[config.mk]
export PLATFORM = sky130hd
export DESIGN_NAME = lsd_scan_driver
export DESIGN_NICKNAME = d
export VERILOG_FILES = /design/src/lsd_scan_driver.v
export VERILOG_INCLUDE_DIRS = /design/src /design/src/src
export SDC_FILE = /design/constraint.sdc
export NUM_CORES = 1
export LEC_CHECK = 0
export BUFFER_PORTS_ARGS = -buffer_cell sky130_fd_sc_hd__buf_2
export CELL_PAD_IN_SITES_DETAIL_PLACEMENT = 1
export CELL_PAD_IN_SITES_GLOBAL_PLACEMENT = 1
export CORE_UTILIZATION = 43
export DETAILED_ROUTE_END_ITERATION = 8
export PLACE_DENSITY_LB_ADDON = 0.1
export SLEW_MARGIN = 20
export SYNTH_ARGS = -nofsm -noshare
export SYNTH_HDL_FRONTEND = slang
export SYNTH_SLANG_ARGS = --single-unit
[constraint.sdc]
create_clock -name core_clk -period 4.9 [get_ports core_clk]
set_input_delay 0.98 -clock core_clk [delete_from_list [all_inputs] [get_ports core_clk]]
set_output_delay 0.98 -clock core_clk [all_outputs]
set_load 0.005 [all_outputs]
[src/lsd_consts.vh]
`ifndef LSD_CONSTS_VH
`define LSD_CONSTS_VH

// ---------------------------------------------------------------
// Register indices (byte address = index * 4)
// ---------------------------------------------------------------
`define LSD_IDX_CTRL 10'h014
`define LSD_IDX_PUMPCFG 10'h01C
`define LSD_IDX_STATUS 10'h01D
`define LSD_IDX_BANK_A 10'h300
`define LSD_IDX_BANK_A_END 10'h33B
`define LSD_IDX_BANK_B 10'h340
`define LSD_IDX_BANK_B_END 10'h37B
`define LSD_IDX_BANK_C 10'h380
`define LSD_IDX_BANK_C_END 10'h3BB

// ---------------------------------------------------------------
// Field positions and reset values
// ---------------------------------------------------------------
`define LSD_BIT_PUMP_ON 1
`define LSD_BIT_DISP_ON 2
`define LSD_BIT_PUMP_RATE 2
`define LSD_RST_PUMP_ON 1'b0
`define LSD_RST_DISP_ON 1'b0
`define LSD_RST_PUMP_RATE 1'b0

// ---------------------------------------------------------------
// Duty option codes
// ---------------------------------------------------------------
`define LSD_DUTY_9COM_Q 2'b00
`define LSD_DUTY_5COM_Q 2'b01
`define LSD_DUTY_4COM_T 2'b10
`define LSD_DUTY_5COM_T 2'b11

// ---------------------------------------------------------------
// Timing
// ---------------------------------------------------------------
`define LSD_CORE_HZ 25000000
`define LSD_PUMP_SLOW_HZ 4000
`define LSD_PUMP_FAST_HZ 16000
`define LSD_PUMP_MID_HZ 8000
`define LSD_FRAME_DIV_4COM 448
`define LSD_FRAME_DIV_5COM 440
`define LSD_FRAME_DIV_9COM 432
`define LSD_RC_PRESCALE 4

`endif

[src/lsd_scan_driver.v]
// Summary of operation
// (RL1) Nine-common mode: nibbles 300h-33Bh, bits 0-3 drive commons 1-4, segments 1-60.
// (RL2) Nine-common mode: nibbles 340h-37Bh, bits 0-3 drive commons 5-8.
// (RL3) Nine-common mode: bit 0 of 380h-3BBh drives common 9; other bits unused.
// (RL4) Four-common mode scans only 340h-37Bh, bits onto commons 5-8.
// (RL5) Five-common mode: 340h-37Bh for commons 5-8, bit 0 of 380h-3BBh for fifth.
// (RL6) Pump clock 4kHz in four/five modes, 16kHz or 8kHz in nine mode.
// (RL7) Frame equals display clock over 448x2, 440x2 or 432x2 per mode.
// (RL8) Display clock is oscillator for crystal, oscillator divided by four for RC.
// (RL9) Pump enable at 0 forces all commons and segments to ground.
// (RL10) Software sets pump on, halts, resumes no earlier than 250ms later.
// (RL11) Software enables display only after memory init and pump settling.
// (RL12) Two-bit duty option: 00 nine, 01 five, 10 four, 11 five commons.
// (RL13) Display off drives every common and segment low.
// (RL14) Nine-common mode: pump rate bit 0 gives 16kHz, 1 gives 8kHz.
// (RL15) Four/five modes leave commons 1-4 unscanned, released as port pins.
// (RL16) In each common slot, segments show the bit mapped to that segment and common.
// (RL17) Active commons stepped ascending, one slot each; one full pass is a frame.
//
// Decided for this implementation: the address map and the Avalon-MM interface to the registers.
`include "lsd_consts.vh"

module lsd_scan_driver #(
	parameter SEG_COUNT = 60
) (
	input wire core_clk,
	input wire srst,
	input wire [1:0] duty_select_option,
	input wire osc_is_crystal,
	input wire [11:0] avs_address,
	input wire avs_read,
	input wire avs_write,
	input wire [31:0] avs_writedata,
	output reg [31:0] avs_readdata,
	output wire avs_waitrequest,
	output reg [8:0] com_out,
	output reg [SEG_COUNT-1:0] seg_out,
	output reg pump_clk,
	output reg frame_pulse,
	output reg sixth_io_port_release
);

localparam integer PUMP_HALF_SLOW = (`LSD_CORE_HZ / (2 * `LSD_PUMP_SLOW_HZ)) - 1;
localparam integer PUMP_HALF_FAST = (`LSD_CORE_HZ / (2 * `LSD_PUMP_FAST_HZ)) - 1;
localparam integer PUMP_HALF_MID = (`LSD_CORE_HZ / (2 * `LSD_PUMP_MID_HZ)) - 1;
localparam integer SLOT_LEN_4 = (2 * `LSD_FRAME_DIV_4COM) / 4;
localparam integer SLOT_LEN_5 = (2 * `LSD_FRAME_DIV_5COM) / 5;
localparam integer SLOT_LEN_9 = (2 * `LSD_FRAME_DIV_9COM) / 9;
localparam integer RC_LAST = `LSD_RC_PRESCALE - 1;

// ---------------------------------------------------------------
// Address decode
// ---------------------------------------------------------------
// Returns {bank[1:0], offset[5:0]}; bank 0 means not in display memory
function [7:0] ram_decode;
	input [9:0] idx;
	begin
		if (idx >= `LSD_IDX_BANK_A && idx <= `LSD_IDX_BANK_A_END)
			ram_decode = {2'd1, idx[5:0]};
		else if (idx >= `LSD_IDX_BANK_B && idx <= `LSD_IDX_BANK_B_END)
			ram_decode = {2'd2, idx[5:0]};
		else if (idx >= `LSD_IDX_BANK_C && idx <= `LSD_IDX_BANK_C_END)
			ram_decode = {2'd3, idx[5:0] - 6'h00};
		else
			ram_decode = 8'h00;
	end
endfunction

reg [3:0] bank_a [0:SEG_COUNT-1];
reg [3:0] bank_b [0:SEG_COUNT-1];
reg bank_c [0:SEG_COUNT-1];
reg pump_on;
reg display_enable_bit;
reg pump_rate_select_bit;
reg [1:0] duty_mode;
reg bus_ack;
reg [3:0] slot;
reg [7:0] slot_cnt;
reg [1:0] rc_cnt;
reg [11:0] pump_cnt;

wire [9:0] reg_idx = avs_address[11:2];
wire [7:0] dec = ram_decode(reg_idx);
wire [1:0] dec_bank = dec[7:6];
wire [5:0] dec_off = dec[5:0];
wire off_ok = (dec_off < SEG_COUNT);
wire mode_9 = (duty_mode == `LSD_DUTY_9COM_Q);
wire mode_4 = (duty_mode == `LSD_DUTY_4COM_T);
wire outputs_live = pump_on & display_enable_bit;

assign avs_waitrequest = (avs_read | avs_write) & ~bus_ack;

// ---------------------------------------------------------------
// Bus slave and registers
// ---------------------------------------------------------------
integer i;
always @(posedge core_clk) begin
	if (srst) begin
		bus_ack <= 1'b0;
		avs_readdata <= 32'h0000_0000;
		pump_on <= `LSD_RST_PUMP_ON;
		display_enable_bit <= `LSD_RST_DISP_ON;
		pump_rate_select_bit <= `LSD_RST_PUMP_RATE;
		duty_mode <= duty_select_option;
		for (i = 0; i < SEG_COUNT; i = i + 1) begin
			bank_a[i] <= 4'h0;
			bank_b[i] <= 4'h0;
			bank_c[i] <= 1'b0;
		end
	end else begin
		bus_ack <= (avs_read | avs_write) & ~bus_ack;
		if ((avs_read | avs_write) & ~bus_ack) begin
			avs_readdata <= 32'h0000_0000;
			if (reg_idx == `LSD_IDX_CTRL) begin
				avs_readdata[`LSD_BIT_PUMP_ON] <= pump_on;
				avs_readdata[`LSD_BIT_DISP_ON] <= display_enable_bit;
			end else if (reg_idx == `LSD_IDX_PUMPCFG) begin
				avs_readdata[`LSD_BIT_PUMP_RATE] <= pump_rate_select_bit;
			end else if (reg_idx == `LSD_IDX_STATUS) begin
				avs_readdata[3:0] <= slot;
				avs_readdata[5:4] <= duty_mode;
			end else if (off_ok && dec_bank == 2'd1) begin
				avs_readdata[3:0] <= bank_a[dec_off];
			end else if (off_ok && dec_bank == 2'd2) begin
				avs_readdata[3:0] <= bank_b[dec_off];
			end else if (off_ok && dec_bank == 2'd3) begin
				avs_readdata[0] <= bank_c[dec_off];
			end
		end
		if (avs_write & bus_ack) begin
			if (reg_idx == `LSD_IDX_CTRL) begin
				pump_on <= avs_writedata[`LSD_BIT_PUMP_ON];
				display_enable_bit <= avs_writedata[`LSD_BIT_DISP_ON];
			end else if (reg_idx == `LSD_IDX_PUMPCFG) begin
				// Rate is frozen while the pump runs
				if (!pump_on)
					pump_rate_select_bit <= avs_writedata[`LSD_BIT_PUMP_RATE];
			end else if (off_ok && dec_bank == 2'd1) begin
				bank_a[dec_off] <= avs_writedata[3:0]; // [RL1]
			end else if (off_ok && dec_bank == 2'd2) begin
				bank_b[dec_off] <= avs_writedata[3:0]; // [RL2]
			end else if (off_ok && dec_bank == 2'd3) begin
				bank_c[dec_off] <= avs_writedata[0]; // [RL3]
			end
		end
	end
end

// ---------------------------------------------------------------
// Display clock and common scan
// ---------------------------------------------------------------
wire disp_tick = osc_is_crystal | (rc_cnt == RC_LAST[1:0]); // [RL8]
reg [7:0] slot_len;
reg [3:0] first_slot;
always @* begin
	case (duty_mode) // [RL12]
		`LSD_DUTY_9COM_Q: begin
			slot_len = SLOT_LEN_9[7:0]; // [RL7]
			first_slot = 4'd0;
		end
		`LSD_DUTY_4COM_T: begin
			slot_len = SLOT_LEN_4[7:0]; // [RL7]
			first_slot = 4'd4;
		end
		default: begin
			slot_len = SLOT_LEN_5[7:0]; // [RL7]
			first_slot = 4'd4;
		end
	endcase
end
wire [3:0] last_slot = mode_4 ? 4'd7 : 4'd8;

always @(posedge core_clk) begin
	if (srst) begin
		rc_cnt <= 2'd0;
		slot_cnt <= 8'd0;
		slot <= 4'd0;
		frame_pulse <= 1'b0;
	end else begin
		rc_cnt <= rc_cnt + 2'd1;
		frame_pulse <= 1'b0;
		if (slot < first_slot || slot > last_slot) begin
			slot <= first_slot;
			slot_cnt <= 8'd0;
		end else if (disp_tick) begin
			if (slot_cnt == slot_len - 8'd1) begin
				slot_cnt <= 8'd0;
				if (slot == last_slot) begin
					slot <= first_slot; // [RL17]
					frame_pulse <= 1'b1;
				end else begin
					slot <= slot + 4'd1; // [RL17]
				end
			end else begin
				slot_cnt <= slot_cnt + 8'd1;
			end
		end
	end
end

// ---------------------------------------------------------------
// Common and segment outputs
// ---------------------------------------------------------------
wire [SEG_COUNT-1:0] next_seg;
genvar g;
generate
	for (g = 0; g < SEG_COUNT; g = g + 1) begin : seg_gen
		// Bank picked by slot range, bit by slot within the bank
		assign next_seg[g] = (slot < 4'd4) ? bank_a[g][slot[1:0]] : // [RL1] [RL16]
			(slot < 4'd8) ? bank_b[g][slot[1:0]] : // [RL2] [RL4] [RL5] [RL16]
			bank_c[g]; // [RL3] [RL5]
	end
endgenerate

always @(posedge core_clk) begin
	if (srst)
		seg_out <= {SEG_COUNT{1'b0}};
	else
		seg_out <= outputs_live ? next_seg : {SEG_COUNT{1'b0}}; // [RL9] [RL13]
end

always @(posedge core_clk) begin
	if (srst) begin
		com_out <= 9'h000;
		sixth_io_port_release <= 1'b0;
	end else begin
		sixth_io_port_release <= ~mode_9; // [RL15]
		com_out <= 9'h000;
		if (outputs_live) // [RL9] [RL13]
			com_out[slot] <= 1'b1; // [RL16]
	end
end

// ---------------------------------------------------------------
// Pump clock
// ---------------------------------------------------------------
reg [11:0] pump_half;
always @* begin
	if (!mode_9)
		pump_half = PUMP_HALF_SLOW[11:0]; // [RL6]
	else if (pump_rate_select_bit)
		pump_half = PUMP_HALF_MID[11:0]; // [RL14]
	else
		pump_half = PUMP_HALF_FAST[11:0]; // [RL14]
end

always @(posedge core_clk) begin
	if (srst || !pump_on) begin
		pump_cnt <= 12'h000;
		pump_clk <= 1'b0;
	end else if (pump_cnt >= pump_half) begin
		pump_cnt <= 12'h000;
		pump_clk <= ~pump_clk; // [RL6]
	end else begin
		pump_cnt <= pump_cnt + 12'h001;
	end
end

endmodule // lsd_scan_driver
Word level (Yosys, flattened, before mapping)
Memories as Yosys holds them, arrays and structs flattened.
Index checks and enable logic that the tools add are counted.
- add/subtract/negate cells: 5
- magnitude comparators: 15
- equality and inequality tests: 10
- muxes and demuxes: 420
- bitwise operators: 13
- reduce and logical (&&, ||, !) cells: 23
- operator list (kind ; number):
    1-bit two-way mux ; 273
    1-bit binary-select mux with 2-bit select ; 120
    4-bit two-way mux ; 9
    8-bit two-way mux ; 4
    10-bit by 5-bit equality test with 1-bit output, second input constant ; 3
    10-bit greater-or-equal comparator, second input constant ; 3
    10-bit less-or-equal comparator, second input constant ; 3
    6-bit two-way mux ; 3
    8-bit case mux with 2 select lines ; 1
    12-bit by 1-bit adder with 12-bit output, second input constant ; 1
    12-bit greater-or-equal comparator ; 1
    12-bit two-way mux ; 1
    3-bit two-way mux ; 4
    4-bit OR reduction ; 3
    11-bit two-way mux ; 1
    8-bit by 1-bit adder with 8-bit output, second input constant ; 1
    2-bit equality test, second input constant ; 4
    8-bit equality test ; 1
    1-bit inverter ; 8
    8-bit by 1-bit subtractor with 8-bit output, second input constant ; 1
    1-bit logical AND ; 7
    6-bit less-than comparator, second input constant ; 1
    2-bit two-way mux ; 3
    2-bit OR reduction ; 3
    21 further kinds ; 27
- flip-flop bits (word level): 110
- memory bits (writable): 540
- input port bits: 51
- output and inout port bits: 105
- word-level logic and storage cells: 504
- memories: 3
- memories (memory ; depth ; width ; read ports ; clocked after memory_dff ; write ports ; line ; RTL):
    bank_a ; 60 ; 4 ; 61 ; 0 ; 60 ; lsd_scan_driver.v:69 ; reg [3:0] bank_a [0:SEG_COUNT-1];
    bank_b ; 60 ; 4 ; 61 ; 0 ; 60 ; lsd_scan_driver.v:70 ; reg [3:0] bank_b [0:SEG_COUNT-1];
    bank_c ; 60 ; 1 ; 61 ; 0 ; 60 ; lsd_scan_driver.v:71 ; reg bank_c [0:SEG_COUNT-1];

Logic depth before layout (Yosys ltp)
- word-level depth: 17
- depth in mapped cells: 14
- depth with buffers taken out: 13

Least setup slack after synthesis
No wires, ideal clock.
- kind: input to register
- from: input port avs_address[9]
- to: memory bank_a[43][0], enable pin
- arrival: 3.001 ns
- data required time: 4.539 ns
- path slack: 1.537 ns
- stages on the path: 10
- path through: clkbuf_1 -> and2_1 -> buf_4 -> nor2_1 -> nand2_1 -> or2_1 -> clkbuf_1 -> nor2_2 -> nand2_1 -> o21ai_0
- RTL lines (what ; line ; RTL):
    from (decl) ; lsd_scan_driver.v:30 ; input wire [11:0] avs_address,
    to (decl) ; lsd_scan_driver.v:69 ;

Final worst setup path
- from: input port avs_address[4]
- to: register avs_readdata[1]
- word-level cells in the longest chain between the ends: 12
- elaborated cells on any way between the ends: 27
- classes of those cells: order compare: 7; eq/ne: 5; mux: 8; reduce/logical: 5; memory: 2
- ends and longest elaborated chain (what ; line ; RTL):
    branches (longest 11 deep; another with 10-bit greater-or-equal comparator) ; - ;
    2-bit two-way mux * ; lsd_scan_driver.v:114 ; if (reg_idx == `LSD_IDX_CTRL) begin
    to (signal, indexed assignment) ; lsd_scan_driver.v:115 ; avs_readdata[`LSD_BIT_PUMP_ON] <= pump_on;
    to (signal, indexed assignment) ; lsd_scan_driver.v:118 ; avs_readdata[`LSD_BIT_PUMP_RATE] <= pump_rate_select_bit;
    to (signal assigned) ; lsd_scan_driver.v:120 ; avs_readdata[3:0] <= slot;
    to (decl) ; lsd_scan_driver.v:34 ; output reg [31:0] avs_readdata,
Mark *: on every way between the ends.
A chain may end at the register's enable or synchronous reset.

==> flow_summary.yaml <==
floorplanning:
  floorplan.die.width_um: 288.2
  core.rowCount: 104
  core_region_area_um2: 80810
  floorplan.io_pins: 156
  die-area_um2: 83030
  die_y_um: 288.2
  initial_util_pct: 43.57
placed_design:
  hpwl_um: 91680
  dp_slack_ns: 0.3846
  place_congestion: 0.9392
  io_buffer_count: 99
clock_network:
  numClockSinks: 675
  cts_setup_buffers: 0
  ctsRootBufferMaster: "sky130_fd_sc_hd__clkbuf_16"
  clock_tree_from_tritoncts: "built"
  max-clock-path-buffers: 3
  cts_hold_repair.buffers: 0
  clock_tree.htree_level_count: 3
  tritoncts.num_buffers: 79
  clk_latency_ns: 0.64
  worst_setup_hold_path_clk_slew_ns: 0.06
  post_cts_resized: 0
sta:
  max_slew_margin_pct: 23.41
  layout_worst_path_cycle_share_pct: 83.67
  worst_clock_skew_ns: 0.02393
  timing.fmax_mhz: 243.9
  setup_repair_after_global_routing_missed_its_margin: "false"
  finalSetupTns_ns: 0
  slew_at_the_pin_with_the_worst_max_slew_slack_ns: 1.149
  maxSlewViolCount: 0
  number_of_failing_setup_endpoints_in_the_final_timing_report: 0
  number_of_endpoints_with_negative_hold_slack_in_the_final_report: 0
  pnr_worst_setup_slack_ns: 0.8003
  layout_min_cycle_time_ns: 4.100
global_route:
  global_route_wire_length_before_repair_um: 197400
  grt_remaining_overflow: 0
  antenna_found_initial: 4
  pin_count_of_the_biggest_net_entering_global_routing: 109
  via_count_of_the_first_global_routing_pass: 28200
  grt_use_total_pct: 32.91
power:
  pwr-share-clk_pct: 45.3
  power.density_nw_per_um2: 345.0
  finalPower_mw: 13.77
  p_int_mw: 10.42
  total_leakage_power_nw: 14.47
  pwr-share-comb_pct: 7.3
  power_frac_seq_pct: 47.4
  power.switching_mw: 3.355
  worst_ir_drop_on_vdd_v: 0.0002543
  power.share.switching_pct: 24.35
min_path:
  min_path_type: "register to register"
synthesis:
  postSynthAreaPerCell_um2: 11.18
  post_synth_num_cell_types: 77
  proportion_of_synthesized_flip_flops_having_asynchronous_set_or_reset_pct: 0
  syn_inst_count: 3150
  mappedNetlistArea_um2: 35210
  yosys_register_bits: 675
  yosysWarnings: 0
  postSynth.topFlopCell: "sky130_fd_sc_hd__edfxtp_1"
  synth_enable_flop_cells: 567
  yosysSeqAreaShare_pct: 54.50
setup_path:
  timing.critical_path.to_type: "register"
  worstPathArrival_ns: 4.66
  cp_data_required_time_ns: 5.46
  worstSetupPathType: "input port to register"
  path_max_fanout: 17
  cp-start-kind: "input port"
detailed_routing:
  initialDrtViolationCount: 3018
  routed_wire_length_per_instance_um: 31.42
  wl_um: 136400
  drt_pass1_iterations: 8
  route.detailed.drc: 10
  drt-vias-per-instance: 6.335
  drt.antenna.violating_nets: 0
  route.vias.total: 27510
finish:
  drive_gt1_share_pct: 16.97
  antenna_cells: 0
  areaGrowthSynthToFinish_pct: 13.40
  final_nets: 3287
status:
  violations: "design-rule violations"
  outcome: "finished with violations"
job:
  drv_cap: 0
==> cells by family (layout without fill, tap and decap cells) <==
family / Yosys count / after routing / share of synthesized area [%]
other cells: 1 / 51 / 0.01065
xor+xnor: 17 / 17 / 0.4229
mux: 258 / 258 / 11.73
fa+ha+maj: 20 / 20 / 0.7107
simple gates: 1292 / 1292 / 18.55
flops: 675 / 675 / 54.50
buf+inv: 313 / 395 / 3.902
compound gates: 574 / 574 / 10.18
==> cells in the mapped netlist, types with 11 or more instances <==
cell | number | area [um^2]
sky130_fd_sc_hd__nor3_1 | 32 | 160.2
sky130_fd_sc_hd__nand2_1 | 232 | 870.8
sky130_fd_sc_hd__buf_4 | 29 | 217.7
sky130_fd_sc_hd__mux2i_1 | 111 | 1111
sky130_fd_sc_hd__nor2_1 | 379 | 1423
sky130_fd_sc_hd__inv_1 | 17 | 63.81
sky130_fd_sc_hd__a221oi_1 | 22 | 192.7
sky130_fd_sc_hd__edfxtp_1 | 567 | 17030
sky130_fd_sc_hd__o22ai_1 | 43 | 269.0
sky130_fd_sc_hd__xor2_1 | 11 | 96.34
sky130_fd_sc_hd__mux2_2 | 26 | 292.8
sky130_fd_sc_hd__a22oi_1 | 18 | 135.1
sky130_fd_sc_hd__and3_1 | 70 | 437.9
sky130_fd_sc_hd__buf_2 | 54 | 270.3
sky130_fd_sc_hd__mux4_2 | 121 | 2725
sky130_fd_sc_hd__ha_1 | 20 | 250.2
sky130_fd_sc_hd__nor2_2 | 12 | 75.07
sky130_fd_sc_hd__a21oi_1 | 128 | 640.6
sky130_fd_sc_hd__nand3_1 | 59 | 295.3
sky130_fd_sc_hd__o221ai_1 | 22 | 192.7
sky130_fd_sc_hd__a31oi_1 | 26 | 162.7
sky130_fd_sc_hd__o21ai_0 | 211 | 1056
sky130_fd_sc_hd__a222oi_1 | 12 | 120.1
sky130_fd_sc_hd__and2_1 | 425 | 2659
sky130_fd_sc_hd__clkbuf_1 | 183 | 686.9
sky130_fd_sc_hd__buf_1 | 25 | 93.84
sky130_fd_sc_hd__dfxtp_1 | 108 | 2162
sky130_fd_sc_hd__nor4_1 | 15 | 93.84
sky130_fd_sc_hd__nand4_1 | 22 | 137.6
==> worst max-delay path, stage by stage <==
cell                        delay (ns)
sky130_fd_sc_hd__buf_2            0.42
sky130_fd_sc_hd__nor2_1           0.33
sky130_fd_sc_hd__a2111oi_4        0.58
sky130_fd_sc_hd__buf_12           0.25
sky130_fd_sc_hd__buf_4            0.24
sky130_fd_sc_hd__o22ai_1          0.09
sky130_fd_sc_hd__a31oi_1          0.33
sky130_fd_sc_hd__nor2_1           0.10
sky130_fd_sc_hd__a2111oi_0        0.73
sky130_fd_sc_hd__nand3_1          0.35
sky130_fd_sc_hd__a21oi_1          0.23
==> state kept, by name (all words and copies together) (netlist names) <==
register,count
bank_a,251
bank_b,250
bank_c,64
seg_out,60
pump_cnt,12
com_out,9
slot_cnt,8
avs_readdata,6
slot,4
duty_mode,2
rc_cnt,2
bus_ack,1
display_enable_bit,1
frame_pulse,1
pump_clk,1
pump_on,1
pump_rate_select_bit,1
sixth_io_port_release,1
==> worst paths after layout <==
check,from,endpoint,slack (ns),cells after the start
worst max-delay path,avs_address[4],avs_readdata[1]$_SDFFE_PP0P_,0.80,11
worst min-delay path,rc_cnt[0]$_SDFF_PP0_,rc_cnt[0]$_SDFF_PP0_,0.44,1
worst max register to register,duty_mode[0]$_DFFE_PP_,pump_cnt[3]$_SDFF_PP0_,1.12,13
worst min register to register,rc_cnt[0]$_SDFF_PP0_,rc_cnt[0]$_SDFF_PP0_,0.44,1
==> routing by layer <==
metal | wire length [um] | track usage, %
met1 | 54450 | 43.92
met2 | 64360 | 53.09
met3 | 11870 | 5.711
met4 | 5715 | 13.73
met5 | 23 | 0
==> area by class of cell <==
cell class	count	area, um^2
clock buffers	105	2303
clock inverters	42	435.4
fillers	8472	40880
inverters	19	73.82
multi-input cells	2212	14910
flip-flops and latches	675	19200
well taps	1060	1326
repair buffers	229	1679
==> power by group through the flow <==
stage,sequential (mW),combinational [mW],clock (mW)
finish,6.53,1.01,6.23
global placement,6.64,0.964,0
detailed placement,6.65,0.982,0
CTS,6.53,0.986,6.31
global route,6.55,1.05,6.51
floorplan,6.56,0.603,0
==> cell usage in the layout, fill, tap and decap left out, types with 70 or more instances in the layout <==
cell type and instances:
sky130_fd_sc_hd__and2_1 425, sky130_fd_sc_hd__o21ai_0 211, sky130_fd_sc_hd__edfxtp_1 567, sky130_fd_sc_hd__clkbuf_16 86
sky130_fd_sc_hd__mux4_2 121, sky130_fd_sc_hd__a21oi_1 128, sky130_fd_sc_hd__buf_4 118, sky130_fd_sc_hd__buf_2 94
sky130_fd_sc_hd__nand2_1 228, sky130_fd_sc_hd__and3_1 70, sky130_fd_sc_hd__dfxtp_1 104, sky130_fd_sc_hd__nor2_1 376
sky130_fd_sc_hd__mux2i_1 111
==> stage by stage <==
| stage | utilization [%] | instance area, um^2 | hold slack [ns] | std cells |
|---|---|---|---|---|
| 6_report | 49.41 | 39930 | 0.4436 | 4342 |
| 4_1_cts | 49.41 | 39930 | 0.4562 | 4342 |
| 5_1_grt | 49.41 | 39930 | 0.4676 | 4342 |
| 3_3_place_gp | 46.02 | 37190 | 0.4067 | 4195 |
| 2_1_floorplan | - | 35400 | 0.3992 | 3200 |
| 3_5_place_dp | 46.02 | 37190 | 0.4490 | 4195 |
No activity file was read; power rests on OpenSTA's default activity.
